--- src/fas_pkg.sv ---
// fas_pkg: constants for the autoselect identification readout controller.
// assumes a 100 MHz controller clock and a 32-Mbit x16 parallel flash on the far side.
`default_nettype none
package fas_pkg;
  // ==========================================================================
  // widths
  localparam int ADDR_W = 21;                     // word address bits A20..A0
  localparam int DATA_W = 16;
  localparam int BANK_LSB = 18;                   // bank address on A20..A18
  localparam int SECT_LSB = 12;                   // sector address on A20..A12
  // ==========================================================================
  // timing, figures in ns, counts derived for the 10 ns clock
  localparam int CLK_NS = 10;
  localparam int T_WP_NS = 40;                    // write pulse low time
  localparam int T_ACC_NS = 70;                   // read access time
  localparam int T_GAP_NS = 30;                   // recovery between cycles
  localparam int T_HV_NS = 500;                   // settle of the high id level on A9
  localparam int T_WP_CYC = (T_WP_NS + CLK_NS - 1) / CLK_NS;
  localparam int T_ACC_CYC = (T_ACC_NS + CLK_NS - 1) / CLK_NS + 2; // plus two sync flops
  localparam int T_GAP_CYC = (T_GAP_NS + CLK_NS - 1) / CLK_NS;
  localparam int T_HV_CYC = (T_HV_NS + CLK_NS - 1) / CLK_NS;
  // ==========================================================================
  // command register sequence, plain unlock pattern
  localparam logic [ADDR_W-1:0] UNLOCK1_ADDR = 21'h000555;
  localparam logic [ADDR_W-1:0] UNLOCK2_ADDR = 21'h0002aa;
  localparam logic [DATA_W-1:0] UNLOCK1_DATA = 16'h00aa;
  localparam logic [DATA_W-1:0] UNLOCK2_DATA = 16'h0055;
  localparam logic [DATA_W-1:0] ASEL_DATA = 16'h0090;
  localparam logic [DATA_W-1:0] EXIT_DATA = 16'h00f0;
  // ==========================================================================
  // autoselect low address codes (A7..A0), other low bits driven zero
  localparam logic [7:0] CODE_MANUF = 8'h00;
  localparam logic [7:0] CODE_DEV1 = 8'h01;
  localparam logic [7:0] CODE_DEV2 = 8'h0e;
  localparam logic [7:0] CODE_DEV3 = 8'h0f;
  localparam logic [7:0] CODE_PROT = 8'h02;
  localparam logic [7:0] CODE_SECURE = 8'h03;
  // the indicator read must carry a bank address inside a fixed window, past the small boot sectors
  localparam logic [ADDR_W-1:0] SECURE_BA_ADDR = 21'h004000;
  localparam int FACT_LOCK_BIT = 7;
  localparam int CUST_LOCK_BIT = 6;
  // ==========================================================================
  // operations and entry methods
  typedef enum logic [2:0] {
    OP_MANUF, OP_DEVID, OP_PROT, OP_SECURE, OP_ARRAY
  } fas_op_e;
  localparam logic METH_CMD = 1'b0;
  localparam logic METH_HV = 1'b1;
endpackage : fas_pkg
`default_nettype wire

--- src/fas_sync.sv ---
// fas_sync: two-flop synchroniser for a bus of pin inputs.
// assumes each bit is sampled only when it has been stable for several cycles.
`timescale 1ns/10ps
`default_nettype none
module fas_sync #(
  parameter int W = 16
) (
  input wire logic mclk_i,
  input wire logic rst_n_i,
  input wire logic [W-1:0] d_i,
  output logic [W-1:0] q_o
);
  logic [W-1:0] meta_r;
  // ==========================================================================
  // first stage read only by the second
  always_ff @(posedge mclk_i or negedge rst_n_i) begin
    if (!rst_n_i) begin
      meta_r <= '0;
      q_o <= '0;
    end else begin
      meta_r <= d_i;
      q_o <= meta_r;
    end
  end
endmodule // fas_sync
`default_nettype wire

--- src/fas_ctrl.sv ---
// fas_ctrl: host controller that reads identification and protection codes from a parallel flash.
// assumes the flash pins are wired directly, and a board switch applies the high id level on A9
// while FL_ID_HV_EN_O is high.
`timescale 1ns/10ps
`default_nettype none
// Function
// RULE1: device returns codes on low byte
// RULE2: hold high id level on A9
// RULE3: A10, A8, A5-A4 are don't care
// RULE4: sector query: A1 high, A0 low
// RULE5: enter autoselect by command sequence instead
// RULE6: bank in third write selects bank
// RULE7: manufacturer at 0, device at 1,e,f
// RULE8: secured indicator: A1,A0 high, bits 7/6
// RULE9: secured region split in two 64-word areas
// RULE10: top bank: 32K sector then eight 4K
// RULE11: third bank uniform 32K sectors
// RULE12: other banks and after exit: array data
module fas_ctrl (
  input wire logic MCLK_I,
  input wire logic RST_N_I,
  input wire logic CMD_VALID_I,
  output logic CMD_READY_O,
  input wire logic [2:0] CMD_OP_I,
  input wire logic CMD_METHOD_I,
  input wire logic [20:0] CMD_ADDR_I,
  output logic RSP_VALID_O,
  output logic [47:0] RSP_DATA_O,
  output logic RSP_PROT_O,
  output logic RSP_FACT_LOCK_O,
  output logic RSP_CUST_LOCK_O,
  output logic [20:0] FL_ADDR_O,
  output logic FL_CE_N_O,
  output logic FL_OE_N_O,
  output logic FL_WE_N_O,
  input wire logic [15:0] FL_DQ_I,
  output logic [15:0] FL_DQ_O,
  output logic FL_DQ_OE_N_O,
  output logic FL_ID_HV_EN_O
);
  typedef enum logic [2:0] {ST_IDLE, ST_LOAD, ST_HV, ST_WR, ST_RD, ST_GAP, ST_RSP} fas_state_e;
  localparam int AW = fas_pkg::ADDR_W;
  localparam int DW = fas_pkg::DATA_W;

  fas_state_e state_r, state_nxt;
  logic [2:0] step_r, step_nxt;
  logic [7:0] cnt_r, cnt_nxt;
  fas_pkg::fas_op_e op_r;
  logic meth_r;
  logic [AW-1:0] caddr_r;
  logic [47:0] words_r;
  logic [DW-1:0] dq_sync;
  logic [AW-1:0] addr_r;
  logic [DW-1:0] dq_r;
  logic ce_n_r, oe_n_r, we_n_r, dq_oe_n_r, hv_r;
  logic rsp_valid_r, prot_r, fact_r, cust_r;

  // ==========================================================================
  // data pins come from outside the clock domain
  fas_sync #(.W(DW)) u_sync (
    .mclk_i(MCLK_I),
    .rst_n_i(RST_N_I),
    .d_i(FL_DQ_I),
    .q_o(dq_sync)
  );

  // ==========================================================================
  // step plan: unlock writes, reads, exit write
  wire is_asel = (op_r != fas_pkg::OP_ARRAY);
  wire use_cmd = is_asel && (meth_r == fas_pkg::METH_CMD); // RULE5
  wire [2:0] n_wr = use_cmd ? 3'h3 : 3'h0;
  wire [2:0] n_rd = (op_r == fas_pkg::OP_DEVID) ? 3'h3 : 3'h1;
  wire [2:0] n_ex = use_cmd ? 3'h1 : 3'h0;
  wire [2:0] last_step = 3'(n_wr + n_rd + n_ex - 3'h1);
  wire is_wr_n = (step_nxt < n_wr) || ((n_ex != 3'h0) && (step_nxt == 3'(n_wr + n_rd)));
  wire [1:0] rd_idx_n = 2'(step_nxt - n_wr);
  wire is_wr_c = (step_r < n_wr) || ((n_ex != 3'h0) && (step_r == 3'(n_wr + n_rd)));

  // ==========================================================================
  // address decode for the coming step
  // the bank field leads so one bank is in autoselect and the rest read array data
  // the secured indicator uses a fixed in-window bank address, whatever the caller gave
  wire [AW-1:0] op_addr = (op_r == fas_pkg::OP_SECURE) ? fas_pkg::SECURE_BA_ADDR : caddr_r; // RULE8
  wire [AW-1:0] bank_base = {op_addr[AW-1:fas_pkg::BANK_LSB], 18'h00000};
  wire [AW-1:0] sect_base = {caddr_r[AW-1:fas_pkg::SECT_LSB], 12'h000};
  // sector field A20..A12 covers the 32K sectors of the third bank (low three bits
  // then unused) and the 4K sectors of the top bank, so any word address works
  wire [7:0] dev_code = (rd_idx_n == 2'h0) ? fas_pkg::CODE_DEV1 :
                        (rd_idx_n == 2'h1) ? fas_pkg::CODE_DEV2 : fas_pkg::CODE_DEV3; // RULE7
  // A10, A9, A8 and A5..A4 are left low; the switch overdrives A9 in high voltage mode
  wire [7:0] rd_code = (op_r == fas_pkg::OP_MANUF) ? fas_pkg::CODE_MANUF :  // RULE7
                       (op_r == fas_pkg::OP_DEVID) ? dev_code :
                       (op_r == fas_pkg::OP_PROT) ? fas_pkg::CODE_PROT :     // RULE4
                       fas_pkg::CODE_SECURE;                                 // RULE8
  wire [AW-1:0] rd_addr = (op_r == fas_pkg::OP_ARRAY) ? caddr_r :           // RULE12
                          (op_r == fas_pkg::OP_PROT) ? (sect_base | {13'h0000, rd_code}) :
                          (op_r == fas_pkg::OP_SECURE) ? (op_addr | {13'h0000, rd_code}) : // RULE8
                          (bank_base | {13'h0000, rd_code});                 // RULE3
  wire [AW-1:0] wr_addr = (step_nxt == 3'h0) ? fas_pkg::UNLOCK1_ADDR :
                          (step_nxt == 3'h1) ? fas_pkg::UNLOCK2_ADDR :
                          (bank_base | fas_pkg::UNLOCK1_ADDR);               // RULE6
  wire [DW-1:0] wr_data = (step_nxt == 3'h0) ? fas_pkg::UNLOCK1_DATA :
                          (step_nxt == 3'h1) ? fas_pkg::UNLOCK2_DATA :
                          (step_nxt == 3'h2) ? fas_pkg::ASEL_DATA : fas_pkg::EXIT_DATA; // RULE12

  // ==========================================================================
  // sequencer
  always_comb begin
    state_nxt = state_r;
    step_nxt = step_r;
    cnt_nxt = (cnt_r != 8'h00) ? 8'(cnt_r - 8'h01) : 8'h00;
    unique case (state_r)
      ST_IDLE: begin
        step_nxt = 3'h0;
        if (CMD_VALID_I) begin
          state_nxt = ST_LOAD;
        end
      end
      ST_LOAD: begin
        if (is_asel && meth_r == fas_pkg::METH_HV) begin
          state_nxt = ST_HV;
          cnt_nxt = 8'(fas_pkg::T_HV_CYC - 1);
        end else begin
          state_nxt = is_wr_n ? ST_WR : ST_RD;
          cnt_nxt = is_wr_n ? 8'(fas_pkg::T_WP_CYC - 1) : 8'(fas_pkg::T_ACC_CYC - 1);
        end
      end
      ST_HV: begin
        if (cnt_r == 8'h00) begin
          state_nxt = ST_RD;
          cnt_nxt = 8'(fas_pkg::T_ACC_CYC - 1);
        end
      end
      ST_WR, ST_RD: begin
        if (cnt_r == 8'h00) begin
          state_nxt = ST_GAP;
          cnt_nxt = 8'(fas_pkg::T_GAP_CYC - 1);
        end
      end
      ST_GAP: begin
        if (cnt_r == 8'h00) begin
          if (step_r == last_step) begin
            state_nxt = ST_RSP;
          end else begin
            step_nxt = 3'(step_r + 3'h1);
            state_nxt = is_wr_n ? ST_WR : ST_RD;
            cnt_nxt = is_wr_n ? 8'(fas_pkg::T_WP_CYC - 1) : 8'(fas_pkg::T_ACC_CYC - 1);
          end
        end
      end
      ST_RSP: begin
        state_nxt = ST_IDLE;
      end
    endcase
  end

  // ==========================================================================
  // pin next values, all registered so the flash sees clean edges
  wire cyc_n = (state_nxt == ST_WR) || (state_nxt == ST_RD);
  wire drive_n = (state_nxt == ST_WR) || ((state_nxt == ST_GAP) && is_wr_c); // hold data past WE rise
  // the op is only latched on entry to load, so the level waits for the settle state
  wire hv_n = (state_nxt != ST_IDLE) && (state_nxt != ST_LOAD) && (state_nxt != ST_RSP) && is_asel &&
              (meth_r == fas_pkg::METH_HV);                                  // RULE2
  wire [AW-1:0] addr_n = (state_nxt == ST_WR) ? wr_addr :
                         (state_nxt == ST_RD || state_nxt == ST_HV) ? rd_addr : addr_r;
  wire capture = (state_r == ST_RD) && (cnt_r == 8'h00);

  // ==========================================================================
  // state and command latch
  always_ff @(posedge MCLK_I or negedge RST_N_I) begin
    if (!RST_N_I) begin
      state_r <= ST_IDLE;
      step_r <= 3'h0;
      cnt_r <= 8'h00;
      op_r <= fas_pkg::OP_MANUF;
      meth_r <= fas_pkg::METH_CMD;
      caddr_r <= '0;
    end else begin
      state_r <= state_nxt;
      step_r <= step_nxt;
      cnt_r <= cnt_nxt;
      if (state_r == ST_IDLE && CMD_VALID_I) begin
        op_r <= fas_pkg::fas_op_e'(CMD_OP_I);
        meth_r <= CMD_METHOD_I;
        caddr_r <= CMD_ADDR_I;
      end
    end
  end

  // ==========================================================================
  // flash pins
  always_ff @(posedge MCLK_I or negedge RST_N_I) begin
    if (!RST_N_I) begin
      addr_r <= '0;
      dq_r <= '0;
      ce_n_r <= 1'b1;
      oe_n_r <= 1'b1;
      we_n_r <= 1'b1;
      dq_oe_n_r <= 1'b1;
      hv_r <= 1'b0;
    end else begin
      addr_r <= addr_n;
      dq_r <= (state_nxt == ST_WR) ? wr_data : dq_r;
      ce_n_r <= !cyc_n;
      oe_n_r <= !(state_nxt == ST_RD);
      we_n_r <= !(state_nxt == ST_WR);
      dq_oe_n_r <= !drive_n;
      hv_r <= hv_n;
    end
  end

  // ==========================================================================
  // read capture and answer; codes sit on the low byte except the 16-bit id words
  always_ff @(posedge MCLK_I or negedge RST_N_I) begin
    if (!RST_N_I) begin
      words_r <= '0;
      rsp_valid_r <= 1'b0;
      prot_r <= 1'b0;
      fact_r <= 1'b0;
      cust_r <= 1'b0;
    end else begin
      if (state_r == ST_LOAD) begin
        words_r <= '0;
      end else if (capture) begin
        words_r <= {words_r[31:0], dq_sync};                                // RULE7
      end
      rsp_valid_r <= (state_r == ST_RSP);
      if (state_r == ST_RSP) begin
        prot_r <= (op_r == fas_pkg::OP_PROT) && (words_r[15:0] != 16'h0000); // RULE4
        fact_r <= (op_r == fas_pkg::OP_SECURE) && words_r[fas_pkg::FACT_LOCK_BIT]; // RULE8
        cust_r <= (op_r == fas_pkg::OP_SECURE) && words_r[fas_pkg::CUST_LOCK_BIT]; // RULE1
      end
    end
  end

  assign CMD_READY_O = (state_r == ST_IDLE);
  assign RSP_VALID_O = rsp_valid_r;
  assign RSP_DATA_O = words_r;
  assign RSP_PROT_O = prot_r;
  assign RSP_FACT_LOCK_O = fact_r;
  assign RSP_CUST_LOCK_O = cust_r;
  assign FL_ADDR_O = addr_r;
  assign FL_CE_N_O = ce_n_r;
  assign FL_OE_N_O = oe_n_r;
  assign FL_WE_N_O = we_n_r;
  assign FL_DQ_O = dq_r;
  assign FL_DQ_OE_N_O = dq_oe_n_r;
  assign FL_ID_HV_EN_O = hv_r;
endmodule // fas_ctrl
`default_nettype wire

--- config.mk ---
export PLATFORM = sky130hd
export DESIGN_NAME = fas_ctrl
export DESIGN_NICKNAME = d
export VERILOG_FILES = /design/src/fas_pkg.sv /design/src/fas_sync.sv /design/src/fas_ctrl.sv
export SDC_FILE = /design/constraint.sdc
export NUM_CORES = 1
export LEC_CHECK = 0
export BUFFER_PORTS_ARGS = -buffer_cell sky130_fd_sc_hd__buf_2
export CORE_MARGIN = 2
export CORE_UTILIZATION = 45
export CTS_CLUSTER_SIZE = 28
export DETAILED_ROUTE_END_ITERATION = 10
export GPL_ROUTABILITY_DRIVEN = 0
export PLACE_DENSITY = 0.74
export SYNTH_ARGS = -nofsm -noshare
export SYNTH_HDL_FRONTEND = slang
export SYNTH_SLANG_ARGS = --single-unit
export TNS_END_PERCENT = 1
--- constraint.sdc ---
create_clock -name MCLK_I -period 11.1 [get_ports MCLK_I]
set_clock_uncertainty 0.05 [all_clocks]
set_input_delay 0.555 -clock MCLK_I [delete_from_list [all_inputs] [get_ports MCLK_I]]
set_output_delay 0.555 -clock MCLK_I [all_outputs]
set_load 0.1 [all_outputs]
==> flow_metrics.py <==
metrics = {
    "setup_path": {
        "crit_type": "flop to flop",
        "crit_buf_inv": 3,
        "critPathMaxStageDelay_ns": 0.63,
        "slowest_stage": "or4b_1",
        "critPathRequiredTime_ns": 11.36,
        "cp_cell_sequence": "inv_1 -> ha_1 -> or4b_1 -> or2_2 -> nor2_1 -> a41oi_1 -> o22ai_1 -> inv_1 -> ha_1 -> nor3_1 -> o21ai_0 -> mux2i_1 -> mux2_4 -> a31oi_4 -> nor3_4 -> inv_2 -> and3_1 -> mux2_2",
        "cp.arrival_ns": 5.51,
        "worstSetupStartpointType": "flop",
        "critPathCaptureType": "flop",
        "critical_path.top_delay_family": "simple AND/OR/NAND/NOR gates",
        "path_max_fanout": 15,
    },
    "floorplanning": {
        "dieArea_mm2": 0.01547,
        "initial_core_util_pct": 46.43,
        "coreArea_mm2": 0.01404,
        "row_count": 43,
        "dieWidth_um": 124.4,
        "num_io_pins": 139,
        "die_h_um": 124.4,
    },
    "clock_tree": {
        "cts_hold_buf": 0,
        "clock_latency_ns": 0.42,
        "clock_sinks": 155,
        "cts_resized": 0,
        "htree_num_levels": 4,
        "numCtsBuffers": 17,
        "cts_tree": "yes",
        "post-cts-setup-buffer-count": 0,
        "cts.path.max_buffers": 2,
        "clkTransAtPathRegs_ns": 0.07,
        "clockRootBuffer": "clkbuf_16",
    },
    "cells_and_area": {
        "ff_latch_area_mm2": 0.003884,
        "fin_cells": 904,
        "drive_gt1_share_pct": 30.25,
        "area_growth_pct": 19.79,
        "antenna_cells": 0,
        "fin_util_pct": 55.62,
        "nFillCells": 1147,
        "final_nets": 761,
        "multiInputGateArea_mm2": 0.002375,
    },
    "synth": {
        "synth_edf_count": 0,
        "synth_ff_type": "dfrtp_1",
        "synth_largest_area_cell": "dfrtp_1",
        "ys_async_sr_fraction_pct": 100.0,
        "netlist_instances": 596,
        "yosysMostFrequentCell": "dfrtp_1",
        "ys_seq_elements": 155,
        "synth_warnings": 0,
        "synthTopCellsByCount": "dfrtp_1 (151), nand2_1 (124), nand3_1 (54)",
        "syn_avg_cell_area_um2": 10.94,
        "yosysTopAreaCellShare_pct": 57.95,
        "seq_area_frac_synth_pct": 59.57,
        "synth_cell_types": 66,
        "yosys-top-cells-area": "dfrtp_1 (58%), nand2_1 (7.1%), mux2_2 (4.8%)",
        "syn-cell-area_mm2": 0.006520,
    },
    "hold_path": {
        "hp-class": "input pin to asynchronous set/reset pin",
    },
    "timing": {
        "drv_slew": 0,
        "worst_pin_slew_ns": 1.206,
        "setup_viol": 0,
        "final.min_clock_period_ns": 5.249,
        "final_hold_viol_count": 0,
        "fmax_mhz": 190.5,
        "rsz0062_at_grt": "no",
        "fin_ws_ns": 5.851,
        "fin_crit_sh_pct": 47.29,
        "slew_headroom_pct": 19.57,
        "timing.hold.ws_ns": 0.06860,
        "tns_ns": 0,
    },
    "drt": {
        "ant_nets": 0,
        "via_per_inst": 5.377,
        "drt_iter0_drc": 354,
        "drc": 0,
        "vias": 4861,
        "wl_per_cell_um": 16.05,
        "drt_first_pass_iters": 5,
        "drt-total-wl_mm": 14.51,
    },
    "power_and_ir_drop": {
        "power_leakage_nw": 3.986,
        "cellPowerDensity_mw_per_mm2": 308.6,
        "vdd_drop_max_v": 0.0002146,
    },
    "global_route": {
        "antenna_found_initial": 0,
        "grtUsageMet1_pct": 25.51,
        "globalRoute.busiestLayer": "met2",
        "grtUsageMet3_pct": 4.553,
        "grt_max_degree": 89,
        "track_usage_pct": 19.33,
        "grt_use_met2_pct": 30.92,
        "grt_pass1_wl_mm": 24.31,
        "grt_pass1_vias": 4706,
        "gr-total-overflow": 0,
    },
    "placed_design": {
        "io_buffers": 130,
        "dp_hpwl_mm": 9.880,
        "dp_slack_ns": 5.915,
        "dp_cells": 872,
    },
    "flow_run": {
        "drv_cap": 0,
    },
    "run_status": {
        "outcome": "finished clean",
    },
}
==> final timing paths <==
check                                 start               end  slack (ns)  cells past startpoint
setup reg to reg                   cnt_r[0]     FL_ADDR_O[11]        5.85                     18
setup / recovery                   cnt_r[0]     FL_ADDR_O[11]        5.85                     18
hold reg to reg            u_sync.meta_r[1]     u_sync.q_o[1]        0.30                      0
max in group asynchronous           RST_N_I    RSP_DATA_O[35]        9.45                      2
hold / removal                      RST_N_I       caddr_r[13]        0.07                      1
min in group MCLK_I              FL_DQ_I[8]  u_sync.meta_r[8]        0.18                      1
==> power by group <==
group / total (mW) / leakage, nW / internal (mW) / switching [mW]
Sequential: 0.791 / 1.96 / 0.691 / 0.100
Combinational: 1.06 / 1.74 / 0.305 / 0.758
Clock: 0.556 / 0.278 / 0.299 / 0.258
==> logic make-up (layout without fill, tap and decap cells) <==
kind of cell	count (synthesis)	after routing	share of synthesized area [%]
adders and majority gates	6	6	1.151
xor gates and xnor gates	7	7	0.9403
buffers and inverters	63	184	4.490
DFF	155	155	59.57
other	1	8	0.05752
and+or+nand+nor	252	252	18.46
AOI/OAI and AO/OA	74	74	8.809
muxes	38	38	6.525
==> per-layer routing <==
layer | wire (um) | share of wire [%]
met2 | 7123 | 49
met1 | 6195 | 43
met3 | 833 | 5.7
met4 | 354 | 2.4
met5 | 0 | 0
==> per-stage QoR <==
stage	power, mW	area [um^2]
after floorplan	1.679	6546
after global placement	1.832	7239
after detailed placement	1.863	7239
after CTS	2.417	7810
after global routing	2.531	7810
final	2.410	7810
==> placed cells by master (no fill, tap or decap), types with 6 or more instances in the layout <==
cell type | Yosys | layout
a22o_1 | 12 | 12
a21oi_1 | 15 | 15
conb_1 | 1 | 8
nand2_1 | 124 | 124
buf_2 | 5 | 129
ha_1 | 6 | 6
nor3_1 | 6 | 6
inv_1 | 16 | 16
o21ai_0 | 7 | 7
nor2_1 | 21 | 21
dfrtp_1 | 151 | 151
clkbuf_16 | 0 | 17
mux2_2 | 28 | 28
nand3_1 | 54 | 53
a31oi_1 | 7 | 7
mux2i_1 | 8 | 8
==> worst register-to-register path, delay by kind of cell, from the launching register on <==
| kind | cells | cell delay (ns) |
|---|---|---|
| buf+inv | 3 | 0.44 |
| compound gates | 4 | 0.89 |
| fa+ha+maj | 2 | 0.54 |
| simple gates | 6 | 2.14 |
| mux | 3 | 0.69 |
| flops | 1 | 0.39 |
==> flip-flops by register name (all words and copies together), names as in the netlist <==
register / count
FL_ADDR_O: 21
FL_CE_N_O: 1
FL_DQ_O: 6
FL_DQ_OE_N_O: 1
FL_ID_HV_EN_O: 1
FL_OE_N_O: 1
FL_WE_N_O: 1
RSP_CUST_LOCK_O: 1
RSP_DATA_O: 48
RSP_FACT_LOCK_O: 1
RSP_PROT_O: 1
RSP_VALID_O: 1
caddr_r: 21
cnt_r: 8
meth_r: 1
op_r: 3
state_r: 3
step_r: 3
u_sync.meta_r: 16
u_sync.q_o: 16
==> final cells by class <==
type | count | area share (%)
clock buffer | 17 | 5.447
multi-input combinational | 385 | 30.41
inverter | 18 | 0.8811
timing repair buffer | 134 | 8.795
sequential | 155 | 49.73
clock inverter | 15 | 1.858
tap | 180 | 2.884
Note: power is estimated with default switching activity, not from simulation.
